--- src/core/capture_pkg.sv ---
// Purpose: Shared constants, types and register map of the edge timestamp capture block
// Assumes: 25 MHz CLOCK, APB register access, two capture channels

package capture_pkg;

	// ------------------------------------------------------------
	// Sizes and register map
	// ------------------------------------------------------------
	localparam int NUM_CH = 2;
	localparam int DATA_W = 16;
	localparam int DEPTH = 4;
	localparam logic [7:0] OFS_CON0 = 8'h00;
	localparam logic [7:0] OFS_BUF0 = 8'h04;
	localparam logic [7:0] OFS_CON1 = 8'h08;
	localparam logic [7:0] OFS_BUF1 = 8'h0c;
	localparam logic [7:0] OFS_IRQ = 8'h10;

	// Field positions of the channel control register
	localparam int CON_SIDL = 13;
	localparam int CON_TSEL = 7;
	localparam int CON_EPI = 5;
	localparam int CON_OVF = 4;
	localparam int CON_BNE = 3;
	localparam int CON_MODE = 0;
	// Field positions of the flag and enable register
	localparam int IRQ_FLAG = 0;
	localparam int IRQ_EN = 8;

	// Prescaler terminal counts and reset values
	localparam logic [3:0] PRESC_RST = 4'h0;
	localparam logic [3:0] PRESC_LAST4 = 4'h3;
	localparam logic [3:0] PRESC_LAST16 = 4'hf;
	localparam logic [1:0] ICNT_RST = 2'h0;
	localparam logic [2:0] CNT_RST = 3'h0;
	localparam logic [2:0] CNT_FULL = 3'h4;

	// ------------------------------------------------------------
	// Types
	// ------------------------------------------------------------
	typedef enum logic [2:0] {
		MODE_OFF = 3'h0,
		MODE_BOTH = 3'h1,
		MODE_FALL = 3'h2,
		MODE_RISE = 3'h3,
		MODE_RISE4 = 3'h4,
		MODE_RISE16 = 3'h5,
		MODE_SPARE = 3'h6,
		MODE_WAKE = 3'h7
	} mode_e;

	typedef struct packed {
		logic [15:0] count;
		logic on;
	} tb_s;

	typedef struct packed {
		logic sidl;
		logic tsel;
		logic [1:0] epi;
		mode_e mode;
	} con_s;

	localparam con_s CON_RST = '{sidl: 1'b0, tsel: 1'b0, epi: 2'h0, mode: MODE_OFF};

	typedef struct packed {
		con_s con;
		logic ovf;
		logic [3:0] presc;
		logic [1:0] icnt;
		logic flag;
		logic ien;
	} chan_s;

	typedef struct packed {
		logic s1;
		logic s2;
		logic prev;
	} edge_s;

	typedef struct packed {
		logic [DEPTH-1:0][DATA_W-1:0] mem;
		logic [2:0] cnt;
	} fifo_s;

endpackage

--- src/core/edge_timestamp_capture.sv ---
// Purpose: Two channel edge timestamp capture with APB registers
// Assumes: Time bases, idle and sleep come from logic on CLOCK
// Notes: Capture pins are asynchronous and pass a two-stage synchroniser
//
// Implementation choices: the register addresses and the APB slave port.
`timescale 1ns/1ns
`default_nettype none

module edge_timestamp_capture (
	input wire logic CLOCK,
	input wire logic RST_N,
	input wire logic PSEL,
	input wire logic PENABLE,
	input wire logic PWRITE,
	input wire logic [7:0] PADDR,
	input wire logic [31:0] PWDATA,
	output logic [31:0] PRDATA,
	output logic PREADY,
	output logic PSLVERR,
	input wire logic [1:0] CAP_PIN,
	input wire capture_pkg::tb_s TB_FIRST,
	input wire capture_pkg::tb_s TB_SECOND,
	input wire logic CPU_IDLE,
	input wire logic CPU_SLEEP,
	output logic [1:0] IRQ_FLAG,
	output logic [1:0] WAKE_REQ
);

	typedef struct packed {
		logic [31:0] prdata;
		logic pready;
		logic pslverr;
		logic [1:0] wake;
		capture_pkg::chan_s [1:0] ch;
	} top_s;

	top_s st_reg;
	top_s st_next;
	logic [1:0] rise;
	logic [1:0] fall;
	logic [1:0] push;
	logic [1:0] pop;
	logic [1:0][15:0] din;
	logic [1:0][15:0] head;
	logic [1:0][2:0] cnt;
	logic [31:0] rdata;
	logic hit;
	logic commit;

	// ------------------------------------------------------------
	// Helpers
	// ------------------------------------------------------------

	// Qualifying edge for a mode, prescaled modes at their terminal count
	function automatic logic edge_event(input capture_pkg::mode_e m, input logic r,
			input logic f, input logic [3:0] p);
		logic e;
		e = 1'b0;
		case (m)
			capture_pkg::MODE_BOTH: e = r | f;
			capture_pkg::MODE_FALL: e = f;
			capture_pkg::MODE_RISE: e = r;
			capture_pkg::MODE_RISE4: e = r && p == capture_pkg::PRESC_LAST4;
			capture_pkg::MODE_RISE16: e = r && p == capture_pkg::PRESC_LAST16;
			capture_pkg::MODE_WAKE: e = r;
			default: e = 1'b0;
		endcase
		return e;
	endfunction

	// Control register image with live status bits
	function automatic logic [31:0] con_image(input capture_pkg::chan_s c,
			input logic [2:0] n);
		logic [31:0] v;
		v = 32'h0;
		v[capture_pkg::CON_SIDL] = c.con.sidl;
		v[capture_pkg::CON_TSEL] = c.con.tsel;
		v[capture_pkg::CON_EPI +: 2] = c.con.epi;
		v[capture_pkg::CON_OVF] = c.ovf;
		v[capture_pkg::CON_BNE] = n != capture_pkg::CNT_RST;
		v[capture_pkg::CON_MODE +: 3] = c.con.mode;
		return v;
	endfunction

	// Control fields taken from write data
	function automatic capture_pkg::con_s con_write(input logic [31:0] d);
		capture_pkg::con_s c;
		c.sidl = d[capture_pkg::CON_SIDL];
		c.tsel = d[capture_pkg::CON_TSEL];
		c.epi = d[capture_pkg::CON_EPI +: 2];
		c.mode = capture_pkg::mode_e'(d[capture_pkg::CON_MODE +: 3]);
		return c;
	endfunction

	// ------------------------------------------------------------
	// Per channel pin synchroniser and capture buffer
	// ------------------------------------------------------------
	for (genvar g = 0; g < capture_pkg::NUM_CH; g++) begin : g_ch
		cap_edge_detect u_edge (
			.clk(CLOCK),
			.rst_n(RST_N),
			.pin(CAP_PIN[g]),
			.rise(rise[g]),
			.fall(fall[g])
		);
		cap_fifo u_fifo (
			.clk(CLOCK),
			.rst_n(RST_N),
			.push(push[g]),
			.din(din[g]),
			.pop(pop[g]),
			.head(head[g]),
			.cnt(cnt[g])
		);
	end

	// ------------------------------------------------------------
	// Register read decode
	// ------------------------------------------------------------
	always_comb begin
		rdata = 32'h0;
		hit = 1'b1;
		case (PADDR)
			capture_pkg::OFS_CON0: rdata = con_image(st_reg.ch[0], cnt[0]);
			capture_pkg::OFS_BUF0: rdata = {16'h0, head[0]};
			capture_pkg::OFS_CON1: rdata = con_image(st_reg.ch[1], cnt[1]);
			capture_pkg::OFS_BUF1: rdata = {16'h0, head[1]};
			capture_pkg::OFS_IRQ: begin
				rdata[capture_pkg::IRQ_FLAG +: 2] = {st_reg.ch[1].flag, st_reg.ch[0].flag};
				rdata[capture_pkg::IRQ_EN +: 2] = {st_reg.ch[1].ien, st_reg.ch[0].ien};
			end
			default: hit = 1'b0;
		endcase
	end

	// Write and pop happen on the edge where PREADY is seen high
	assign commit = PSEL & PENABLE & st_reg.pready;

	// ------------------------------------------------------------
	// Next state: bus answer, register writes, channel behaviour
	// ------------------------------------------------------------
	always_comb begin
		capture_pkg::chan_s c;
		capture_pkg::tb_s tb;
		logic live;
		logic lowpwr;
		logic ev;
		logic stored;
		c = '0;
		tb = '0;
		live = 1'b0;
		lowpwr = 1'b0;
		ev = 1'b0;
		stored = 1'b0;
		st_next = st_reg;
		push = '0;
		pop = '0;
		din = '0;

		// One wait state so that read data leaves a flip-flop
		st_next.pready = PSEL & PENABLE & ~st_reg.pready;
		st_next.pslverr = PSEL & PENABLE & ~st_reg.pready & ~hit;
		if (PSEL && PENABLE && !st_reg.pready) begin
			st_next.prdata = rdata;
		end

		for (int i = 0; i < capture_pkg::NUM_CH; i++) begin
			c = st_reg.ch[i];
			// Software side first, so hardware sets override clears
			if (commit && PWRITE) begin
				if (PADDR == (i == 0 ? capture_pkg::OFS_CON0 : capture_pkg::OFS_CON1)) begin
					c.con = con_write(PWDATA);
				end
				if (PADDR == capture_pkg::OFS_IRQ) begin
					c.ien = PWDATA[capture_pkg::IRQ_EN + i];
					if (PWDATA[capture_pkg::IRQ_FLAG + i]) begin
						c.flag = 1'b0;
					end
				end
			end
			// Empty reads are not popped; their data is undefined anyway
			if (commit && !PWRITE && cnt[i] != capture_pkg::CNT_RST &&
					PADDR == (i == 0 ? capture_pkg::OFS_BUF0 : capture_pkg::OFS_BUF1)) begin
				pop[i] = 1'b1;
			end

			// Time base selection, 0 picks the second time base
			tb = st_reg.ch[i].con.tsel ? TB_FIRST : TB_SECOND;
			lowpwr = CPU_SLEEP | CPU_IDLE;
			// Sleep halts the time bases; idle needs stop-in-idle clear
			live = tb.on && !CPU_SLEEP &&
				!(CPU_IDLE && st_reg.ch[i].con.sidl);
			ev = edge_event(st_reg.ch[i].con.mode, rise[i], fall[i], st_reg.ch[i].presc);

			// Prescaler: held clear while off, counts rising edges
			if (st_reg.ch[i].con.mode == capture_pkg::MODE_OFF) begin
				c.presc = capture_pkg::PRESC_RST;
				c.icnt = capture_pkg::ICNT_RST;
			end else if (live && rise[i] &&
					(st_reg.ch[i].con.mode == capture_pkg::MODE_RISE4 ||
					st_reg.ch[i].con.mode == capture_pkg::MODE_RISE16)) begin
				c.presc = ev ? capture_pkg::PRESC_RST : st_reg.ch[i].presc + 4'h1;
			end

			// Wake-only path works without a running time base
			if (lowpwr && st_reg.ch[i].con.mode == capture_pkg::MODE_WAKE && rise[i]) begin
				c.flag = 1'b1;
			end else if (live && ev) begin
				if (st_reg.ch[i].ovf) begin
					stored = 1'b0;
				end else if (cnt[i] == capture_pkg::CNT_FULL) begin
					// Both-edges mode drops the stamp but still flags the edge
					if (st_reg.ch[i].con.mode != capture_pkg::MODE_BOTH) begin
						c.ovf = 1'b1;
					end else begin
						c.flag = 1'b1;
					end
				end else begin
					stored = 1'b1;
				end
			end
			if (stored) begin
				push[i] = 1'b1;
				din[i] = tb.count;
				if (st_reg.ch[i].con.mode == capture_pkg::MODE_BOTH ||
						st_reg.ch[i].con.mode == capture_pkg::MODE_WAKE) begin
					c.flag = 1'b1;
				end else if (st_reg.ch[i].icnt == st_reg.ch[i].con.epi) begin
					c.flag = 1'b1;
					c.icnt = capture_pkg::ICNT_RST;
				end else begin
					c.icnt = st_reg.ch[i].icnt + 2'h1;
				end
			end
			stored = 1'b0;

			// Overflow ends once the buffer has been read out
			if (pop[i] && cnt[i] == 3'h1 && !push[i]) begin
				c.ovf = 1'b0;
			end
			st_next.wake[i] = c.flag & c.ien & lowpwr;
			st_next.ch[i] = c;
		end
	end

	always_ff @(posedge CLOCK or negedge RST_N) begin
		if (!RST_N) begin
			st_reg.prdata <= 32'h0;
			st_reg.pready <= 1'b0;
			st_reg.pslverr <= 1'b0;
			st_reg.wake <= 2'h0;
			// Reset control selects the second time base, mode off
			for (int i = 0; i < capture_pkg::NUM_CH; i++) begin
				st_reg.ch[i] <= '{con: capture_pkg::CON_RST, ovf: 1'b0,
					presc: capture_pkg::PRESC_RST, icnt: capture_pkg::ICNT_RST,
					flag: 1'b0, ien: 1'b0};
			end
		end else begin
			st_reg <= st_next;
		end
	end

	// ------------------------------------------------------------
	// Outputs, all from flip-flops
	// ------------------------------------------------------------
	assign PRDATA = st_reg.prdata;
	assign PREADY = st_reg.pready;
	assign PSLVERR = st_reg.pslverr;
	assign IRQ_FLAG = {st_reg.ch[1].flag, st_reg.ch[0].flag};
	assign WAKE_REQ = st_reg.wake;

	for (genvar g = 0; g < capture_pkg::NUM_CH; g++) begin : g_chk
		logic is_both;
		logic live_c;
		assign is_both = st_reg.ch[g].con.mode == capture_pkg::MODE_BOTH;
		assign live_c = (st_reg.ch[g].con.tsel ? TB_FIRST.on : TB_SECOND.on) &&
			!CPU_SLEEP && !(CPU_IDLE && st_reg.ch[g].con.sidl);

	end
endmodule

`default_nettype wire

--- src/core/cap_edge_detect.sv ---
// Purpose: Synchronise a capture pin and report rising and falling edges
// Assumes: Pin is asynchronous to CLOCK
// Notes: Edge pulses last one cycle, one to two cycles after the pin moves
`timescale 1ns/1ns
`default_nettype none

module cap_edge_detect (
	input wire logic clk,
	input wire logic rst_n,
	input wire logic pin,
	output logic rise,
	output logic fall
);

	capture_pkg::edge_s st_reg;
	capture_pkg::edge_s st_next;

	// ------------------------------------------------------------
	// Two-stage synchroniser, then previous value for edge compare
	// ------------------------------------------------------------
	always_comb begin
		st_next = st_reg;
		st_next.s1 = pin;
		st_next.s2 = st_reg.s1;
		st_next.prev = st_reg.s2;
	end

	always_ff @(posedge clk or negedge rst_n) begin
		if (!rst_n) begin
			st_reg <= '0;
		end else begin
			st_reg <= st_next;
		end
	end

	// Only the second stage and its delayed copy feed edge logic
	assign rise = st_reg.s2 & ~st_reg.prev;
	assign fall = ~st_reg.s2 & st_reg.prev;
endmodule

`default_nettype wire

--- src/core/cap_fifo.sv ---
// Purpose: Four entry shift FIFO holding captured time base values
// Assumes: Caller never pushes when full
// Notes: Head is entry 0; a pop shifts every entry down by one
`timescale 1ns/1ns
`default_nettype none

module cap_fifo (
	input wire logic clk,
	input wire logic rst_n,
	input wire logic push,
	input wire logic [15:0] din,
	input wire logic pop,
	output logic [15:0] head,
	output logic [2:0] cnt
);

	capture_pkg::fifo_s st_reg;
	capture_pkg::fifo_s st_next;
	logic [2:0] base;

	// ------------------------------------------------------------
	// Shift on pop, then write behind the last valid entry
	// ------------------------------------------------------------
	always_comb begin
		st_next = st_reg;
		base = st_reg.cnt;
		if (pop && st_reg.cnt != capture_pkg::CNT_RST) begin
			for (int i = 0; i < capture_pkg::DEPTH - 1; i++) begin
				st_next.mem[i] = st_reg.mem[i+1];
			end
			base = st_reg.cnt - 3'h1;
		end
		if (push && base != capture_pkg::CNT_FULL) begin
			st_next.mem[base[1:0]] = din;
			base = base + 3'h1;
		end
		st_next.cnt = base;
	end

	always_ff @(posedge clk or negedge rst_n) begin
		if (!rst_n) begin
			st_reg <= '0;
		end else begin
			st_reg <= st_next;
		end
	end

	assign head = st_reg.mem[0];
	assign cnt = st_reg.cnt;
endmodule

`default_nettype wire

--- config.mk ---
export PLATFORM = sky130hd
export DESIGN_NAME = edge_timestamp_capture
export DESIGN_NICKNAME = d
export VERILOG_FILES = /design/src/core/capture_pkg.sv /design/src/core/edge_timestamp_capture.sv /design/src/core/cap_edge_detect.sv /design/src/core/cap_fifo.sv
export SDC_FILE = /design/constraint.sdc
export NUM_CORES = 1
export LEC_CHECK = 0
export BUFFER_PORTS_ARGS = -buffer_cell sky130_fd_sc_hd__buf_2
export CORE_MARGIN = 4
export CORE_UTILIZATION = 40
export CTS_CLUSTER_SIZE = 14
export DETAILED_ROUTE_END_ITERATION = 12
export HOLD_SLACK_MARGIN = 0.05
export SLEW_MARGIN = 20
export SYNTH_ARGS = -nofsm -noshare
export SYNTH_HDL_FRONTEND = slang
export SYNTH_SLANG_ARGS = --single-unit
--- constraint.sdc ---
create_clock -name CLOCK -period 6.3 [get_ports CLOCK]
set_input_delay 1.89 -clock CLOCK [delete_from_list [all_inputs] [get_ports CLOCK]]
set_output_delay 1.89 -clock CLOCK [all_outputs]
set_load 0.05 [all_outputs]
Word-level counts from Yosys, hierarchy flattened
Index checks and enable logic that the tools add are counted. W data, S select, Z words.

Add/subtract/negate cells: 8. Magnitude comparators: 4. Equal/unequal tests: 32. Muxes and demuxes: 83. Bitwise operators: 21. Reduce and logical (&&, ||, !) cells: 65.

Operators by type and width (count): $mux W48 (4); $bwmux W64 (2); $demux W16 S2 (2); $mux W16 (4); $pmux W6 S4 (2); $mux W1 (41); $logic_and A1 B1 Y1 (38); $mux W17 (2); $eq A3 B3 Y1 const B (8); $mux W4 (6); $mux W2 (10); $mux W3 (6); $eq A8 B4 Y1 const B (2); $and A1 B1 Y1 (12); $eq A3 B1 Y1 const B (4); $eq A3 B2 Y1 const B (4); $pmux W1 S5 (2); $pmux W2 S5 (1); $add A4 B1 Y4 const B (2); $eq A4 B2 Y1 const B (2); $eq A4 B4 Y1 const B (2); $eq A8 B3 Y1 const B (1); $eq A8 B5 Y1 const B (1); $logic_not A8 Y1 (1); 20 further kinds (54).

Register bits after elaboration: 208. Bits of input ports: 83. Output and inout bits: 38.

Longest topological paths before layout
Gate-level depths: netlist of run 1.

Depth after elaboration: 14. Gate-level depth with buffers: 15.

Hierarchy
A second synthesis of run 1 with hierarchy kept.

Cell total of the unflattened synthesis: 1102. Area, all modules: 10791.6 um2.

By module, submodules not included: edge_timestamp_capture (instances 1, cells each 412, area an instance 3777.4 um2, seq. area each 1301.2 um2); cap_fifo at g_ch[1].u_fifo (instances 1, cells each 347, area an instance 3460.8 um2, seq. area each 1676.6 um2); cap_fifo at g_ch[0].u_fifo (instances 1, cells each 333, area an instance 3373.2 um2, seq. area each 1676.6 um2); cap_edge_detect (instances 2, cells each 5, area an instance 90.1 um2, seq. area each 75.1 um2).

Least setup slack after synthesis of run 1
OpenSTA, ideal clock, no wires.

Path type: input to register. Start: input port PADDR[1]. End: register g_ch[1].u_fifo.st_reg[40] (netlist bit). Library setup time: 0.080 ns. Arrival time: 4.522 ns. Required time: 6.220 ns. Setup slack: 1.698 ns. Stages on the path: 15. Path buffers: 5. Path through: nor3_2 > and3_1 > clkbuf_2 > and4_1 > buf_2 > buf_2 > a21oi_1 > inv_1 > ha_1 > nand2_1 > mux2_2 > buf_2 > nand3_2 > buf_2 > mux2i_1.

RTL lines: start: declaration (RTL line edge_timestamp_capture.sv:15) `input wire logic [7:0] PADDR,`; end signal: assignment (RTL line cap_fifo.sv:44) `st_reg <= st_next;`; end: declaration (RTL line cap_fifo.sv:17) `capture_pkg::fifo_s st_reg;`.

==> summary.txt, run 1 <==
Run status
  • Status: completed

Logic synthesis
  • Post-synth EDFFs: 0
  • Post-synthesis sequential area ratio: 47.1%
  • Leading post-synthesis cells by cell area: dfrtp_1 47%, mux2i_1 23%, buf_4 3.1%
  • Commonest cells in the synthesized netlist: 237 x mux2i_1, 192 x dfrtp_1, 42 x buf_4, 39 x nor2_1, 37 x nand2_1
  • Synth warn: 0
  • Avg Cell Area, Syn: 11.5 um^2
  • Most instantiated library cell after synthesis: mux2i_1
  • Asr flop ratio synth: 100%
  • Count of different cell masters after synthesis: 65
  • Share of the synthesized area in the top cell type: 47.1%
  • Main flop type after synthesis: dfrtp_1
  • Syn Inst Count: 891
  • Synthesized area: 10200 um^2
  • Flops & latches, synth: 192
  • Area leader, netlist: dfrtp_1

Clocking
  • CTS tree: done
  • Clk slew on worst S/H paths: 70 ps
  • Cts hold-fix bufs: 0
  • Clock root buffer: clkbuf_16
  • CTS Buffer Depth: 2
  • # H-tree levels: 4
  • Post-CTS Resized: 0
  • Postcts setup bufs: 0
  • Num CTS Buffers: 17
  • Clk sinks: 192
  • Worst-Skew Late Latency: 440 ps

Place
  • Gpl congestion: 0.836
  • Placed Cells: 1243
  • Number of port buffers: 81
  • DP HPWL: 16100 um

STA
  • RSZ-0062 raised after global routing: false
  • Tcrit/Tclk final: 77.3%
  • Fin Hold WS: 351 ps
  • Slew of the pin with the lowest slew margin: 930 ps
  • Total negative slack: 0 ps
  • Slew margin rel.: 38.0%
  • Slew Limit Fails: 0
  • Minimum clock period: 4870 ps
  • FMAX: 205 MHz
  • Final Hold Viols: 0
  • Final setup vio count: 0
  • Post-Route Skew: 13.4 ps

Global route
  • First-pass GRT wire length: 37300 um
  • GRT overflow: 0
  • GRT Util Overall: 16.7%
  • Largest net degree at the start of global routing: 108
  • Number of global-route vias before repair: 6743
  • Initial antenna violation count: 1

Layout
  • Final Non-Filler Cells: 1275
  • ANT cells: 0
  • Synthesis-to-finish area growth: 9.86%
  • Number of flip-flops under the largest register name: 96
  • Share of cells above drive strength 1: 18.4%
  • NumNets Final: 1035
  • Finished Core Util: 44.7%

Routing
  • Drt first-iter violations: 455
  • 1st-pass router iterations: 5
  • Vias post-DR: 6786
  • Via/cell ratio: 5.32
  • Drt wl/cell: 18.3 um
  • Drt total wl: 23400 um
  • Post-route ant nets: 0
  • Detailed-route DRC error count: 0

Critical path
  • Worst Reg-to-Reg Cells: 7
  • WS Path Type: in2reg
  • CP arrival: 5210 ps
  • WP data required: 6640 ps
  • CP startpoint kind: primary input
  • Max FO, Critical Path: 20
  • Crit. End Element: register

Power and ir drop
  • Tot Pwr: 2.49 mW
  • VDD IR max: 0.161 mV
  • Register share of total power: 50.1%
  • LEAKAGE: 5.92 nW
  • Sw Ratio: 25.8%
  • PwrDens: 222 nW/um^2
  • Psw: 642 uW
  • Int Power: 1.85 mW
  • Clock network fraction of total power: 44.0%
  • Logic pwr share: 5.9%

Floorplan
  • DIE HEIGHT: 168 um
  • Total die area: 28100 um^2
  • Initial core utilization: 40.6%
  • Row cnt: 58
  • I/O pins: 121
  • Core Footprint: 25100 um^2
  • DIE WIDTH: 168 um

Job
  • Max_cap viols: 0

Worst hold path
  • Worst hold path cell count: 0
  • Worst Hold Class: reg2reg
## path summary, 6_finish.rpt
kind	start	slack, ps	endpoint
hold / removal	g_ch[1].u_edge.st_next[1]	350	g_ch[1].u_edge.st_next[0]
hold reg to reg	g_ch[1].u_edge.st_next[1]	350	g_ch[1].u_edge.st_next[0]
min in group asynchronous	RST_N	1520	st_reg[6]
setup reg to reg	st_reg[30]	2800	g_ch[1].u_fifo.head[8]
setup / recovery	PADDR[2]	1430	g_ch[1].u_fifo.st_reg[21]
max in group asynchronous	RST_N	3440	PRDATA[9]
## cells by family after synthesis
| logic type | synth area share (%) |
|---|---|
| buffers and inverters | 6.93 |
| and+or+nand+nor | 7.63 |
| DFF | 47.1 |
| muxes | 26.2 |
| xor gates and xnor gates | 0.858 |
| AOI/OAI and AO/OA | 8.80 |
| other | 0.0367 |
| adders and majority gates | 2.45 |
## through the flow
step | setup WS (ps) | area [um^2]
floorplan | 1700 | 10300
finish | 1430 | 11200
CTS | 1460 | 11200
detailed placement | 1030 | 10600
global placement | 1060 | 10600
global route | 1150 | 11200
## critical path: stages
cell     delay, ps
buf_2          200
nor2b_1        280
and3_1         360
and4_2         330
nor2_1          50
a21oi_1        260
inv_1          110
ha_1           230
nand2_1         70
mux2_2         450
nand3_2        620
mux2i_1        350
## power groups by stage
stage	logic (mW)	registers, mW	clock network [mW]
after floorplan	0.0814	1.27	0
after global placement	0.147	1.27	0
after detailed placement	0.147	1.27	0
after CTS	0.148	1.25	1.12
after global routing	0.162	1.25	1.18
final	0.146	1.25	1.10
## layout make-up
| class | count | area (um^2) |
|---|---|---|
| clock buffers | 18 | 429 |
| repair buffers | 94 | 512 |
| multi-input cells | 595 | 4760 |
| clock inverters | 14 | 169 |
| well taps | 330 | 413 |
| fillers | 2394 | 13900 |
| flip-flops and latches | 192 | 4800 |
| inverters | 32 | 120 |
## metal layers
metal | part of all wire [%] | vias to the layer above | GRT usage (%) | wire (um)
met5 | 0.051 | - | 0 | 12
met4 | 0.83 | 2 | 3.39 | 195
met3 | 5.3 | 10 | 4.27 | 1250
met2 | 45 | 173 | 25.6 | 10500
met1 | 49 | 3354 | 24.1 | 11400
li1 | - | 3247 | - | -
## layout by cell type (no fill, tap or decap), types with 9 or more instances in the layout
| master | count |
|---|---|
| a21oi_1 | 28 |
| inv_1 | 32 |
| buf_2 | 80 |
| o21ai_0 | 21 |
| mux2_2 | 27 |
| clkbuf_16 | 17 |
| nor3_1 | 11 |
| nand3_1 | 12 |
| conb_1 | 16 |
| dfrtp_1 | 192 |
| ha_1 | 20 |
| mux2i_1 | 237 |
| a31oi_1 | 36 |
| nand2_1 | 37 |
| buf_4 | 13 |
| nand2b_1 | 9 |
| nor2_1 | 39 |
Power figures use the tool's default switching activity.
==> run 2: changes to the inputs <==
==> constraint.sdc (replaced) <==
create_clock -name CLOCK -period 4.9 [get_ports CLOCK]
set_input_delay 1.47 -clock CLOCK [delete_from_list [all_inputs] [get_ports CLOCK]]
set_output_delay 1.47 -clock CLOCK [all_outputs]
set_load 0.05 [all_outputs]
==> summary.txt, run 2 (same netlist as run 1, synthesis figures left out) <==
Floorplan
  • Row cnt: 58 (unchanged)
  • Initial core utilization: 40.6% (unchanged)
  • DIE WIDTH: 168 um (unchanged)
  • Core Footprint: 25100 um^2 (unchanged)
  • Total die area: 28100 um^2 (unchanged)
  • DIE HEIGHT: 168 um (unchanged)
  • I/O pins: 121 (unchanged)

Clocking
  • Postcts setup bufs: 0 (unchanged)
  • Cts hold-fix bufs: 0 (unchanged)
  • Clock root buffer: clkbuf_16
  • Worst-Skew Late Latency: 450 ps (about the same)
  • Num CTS Buffers: 17 (unchanged)
  • # H-tree levels: 4 (unchanged)
  • CTS Buffer Depth: 2 (unchanged)
  • Clk sinks: 192 (unchanged)
  • Clk slew on worst S/H paths: 80 ps (about the same)
  • Post-CTS Resized: 0 (unchanged)
  • CTS tree: done

Critical path
  • Crit. End Element: register
  • Max FO, Critical Path: 12 (-40%)
  • WP data required: 5200 ps (-1440 ps)
  • WS Path Type: in2reg
  • CP startpoint kind: primary input
  • CP arrival: 4320 ps (-890 ps)

Power and ir drop
  • PwrDens: 283 nW/um^2 (+27%)
  • Tot Pwr: 3.18 mW (+28%)
  • VDD IR max: 0.272 mV (+69%)
  • LEAKAGE: 5.95 nW (+0.54%)

Global route
  • Initial antenna violation count: 4 (+3)
  • Largest net degree at the start of global routing: 80 (-26%)
  • Number of global-route vias before repair: 6745 (+0.030%)
  • GRT Util Overall: 16.8% (+0.076 points)
  • GRT overflow: 0 (unchanged)
  • First-pass GRT wire length: 37500 um (+0.56%)

Layout
  • Most frequent cells in the layout: 237 x mux2i_1, 192 x dfrtp_1, 80 x buf_2, 39 x nor2_1, 37 x nand2_1
  • Final Non-Filler Cells: 1283 (+0.63%)
  • Most common cell after layout, fill and taps aside: mux2i_1
  • Share of cells above drive strength 1: 19.0% (+0.60 points)
  • NumNets Final: 1042 (+0.68%)
  • Cell area after layout: 11300 um^2 (+0.47%)
  • Synthesis-to-finish area growth: 10.4%
  • Number of flip-flops under the largest register name: 96 (unchanged)

Routing
  • Post-route ant nets: 0 (unchanged)
  • Drt total wl: 23100 um (-1.4%)
  • Via/cell ratio: 5.26 (-1.1%)
  • 1st-pass router iterations: 4 (-1)
  • Vias post-DR: 6753 (-0.49%)
  • Drt wl/cell: 18.0 um (-2.0%)
  • Drt first-iter violations: 371 (-18%)
  • Detailed-route DRC error count: 0 (unchanged)

STA
  • Tcrit/Tclk final: 82.1%
  • Minimum clock period: 4020 ps
  • Slew Limit Fails: 0 (unchanged)
  • FMAX: 249 MHz
  • Slew of the pin with the lowest slew margin: 862 ps (-68.5 ps)
  • Final Hold Viols: 0 (unchanged)
  • Post-Route Skew: 16.3 ps (+2.97 ps)
  • Total negative slack: 0 ps (unchanged)
  • RSZ-0062 raised after global routing: false
  • Final setup vio count: 0 (unchanged)
  • Fin Hold WS: 351 ps (-0.319 ps)
  • Slew margin rel.: 42.6% (+4.6 points)

Place
  • Placed inst area: 10700 um^2 (+0.50%)
  • Number of port buffers: 81 (unchanged)
  • Gpl congestion: 0.845 (+1.0%)
  • DP HPWL: 16500 um (+2.0%)
  • Placed Cells: 1250 (+0.56%)

Job
  • Max_cap viols: 0 (unchanged)

Worst hold path
  • Worst Hold Class: reg2reg

Run status
  • Status: completed
-- run 2: final cells by class --
type / instances / area [um^2]
clock inverter: 14 / 166
fill: 2380 / 13800
multi-input combinational: 595 / 4760
antenna: 1 / 2.50
timing repair buffer: 101 / 564
sequential: 192 / 4800
tap: 330 / 413
clock buffer: 18 / 429
inverter: 32 / 120
-- run 2: critical path: stages --
cell,delay [ps]
buf_2,200
nor2b_1,280
and3_1,220
and4_2,360
nor2_1,60
a21oi_1,260
inv_1,110
ha_1,230
nand2_1,70
mux2_2,310
and2_1,370
buf_4,260
a31oi_1,100
-- run 2: path summary, 6_finish.rpt --
check,startpoint,endpoint,slack (ps),cells after the start
worst max register to register,st_reg[30],g_ch[1].u_fifo.head[14],1690,7
worst max-delay path,PADDR[2],g_ch[1].u_fifo.st_reg[56],880,13
worst min-delay path,g_ch[1].u_edge.st_next[1],g_ch[1].u_edge.st_next[0],350,0
min in group asynchronous,RST_N,st_reg[7],1040,1
max in group asynchronous,RST_N,g_ch[1].u_fifo.st_reg[51],2880,2
worst min register to register,g_ch[1].u_edge.st_next[1],g_ch[1].u_edge.st_next[0],350,0
-- run 2: where the power goes --
group	total (mW)	leakage [nW]	switching, mW	internal (mW)
clock	1.39	0.286	0.701	0.689
sequential	1.61	2.56	0.00854	1.60
combinational	0.187	3.10	0.137	0.0502
total	3.18	5.95	0.846	2.34
-- run 2: metal layers --
| metal | vias up | routed length [um] | GRT usage [%] |
|---|---|---|---|
| li1 | 3268 | - | - |
| met1 | 3296 | 11300 | 24.3 |
| met2 | 161 | 10200 | 25.3 |
| met3 | 22 | 1150 | 4.15 |
| met4 | 6 | 393 | 4.27 |
| met5 | - | 34 | 0 |
-- run 2: metrics by stage --
stage	utilization, %	setup WS [ps]
2_1_floorplan	-	718
3_3_place_gp	42.5	466
3_5_place_dp	42.5	415
4_1_cts	44.9	876
5_1_grt	44.9	564
6_report	44.9	879
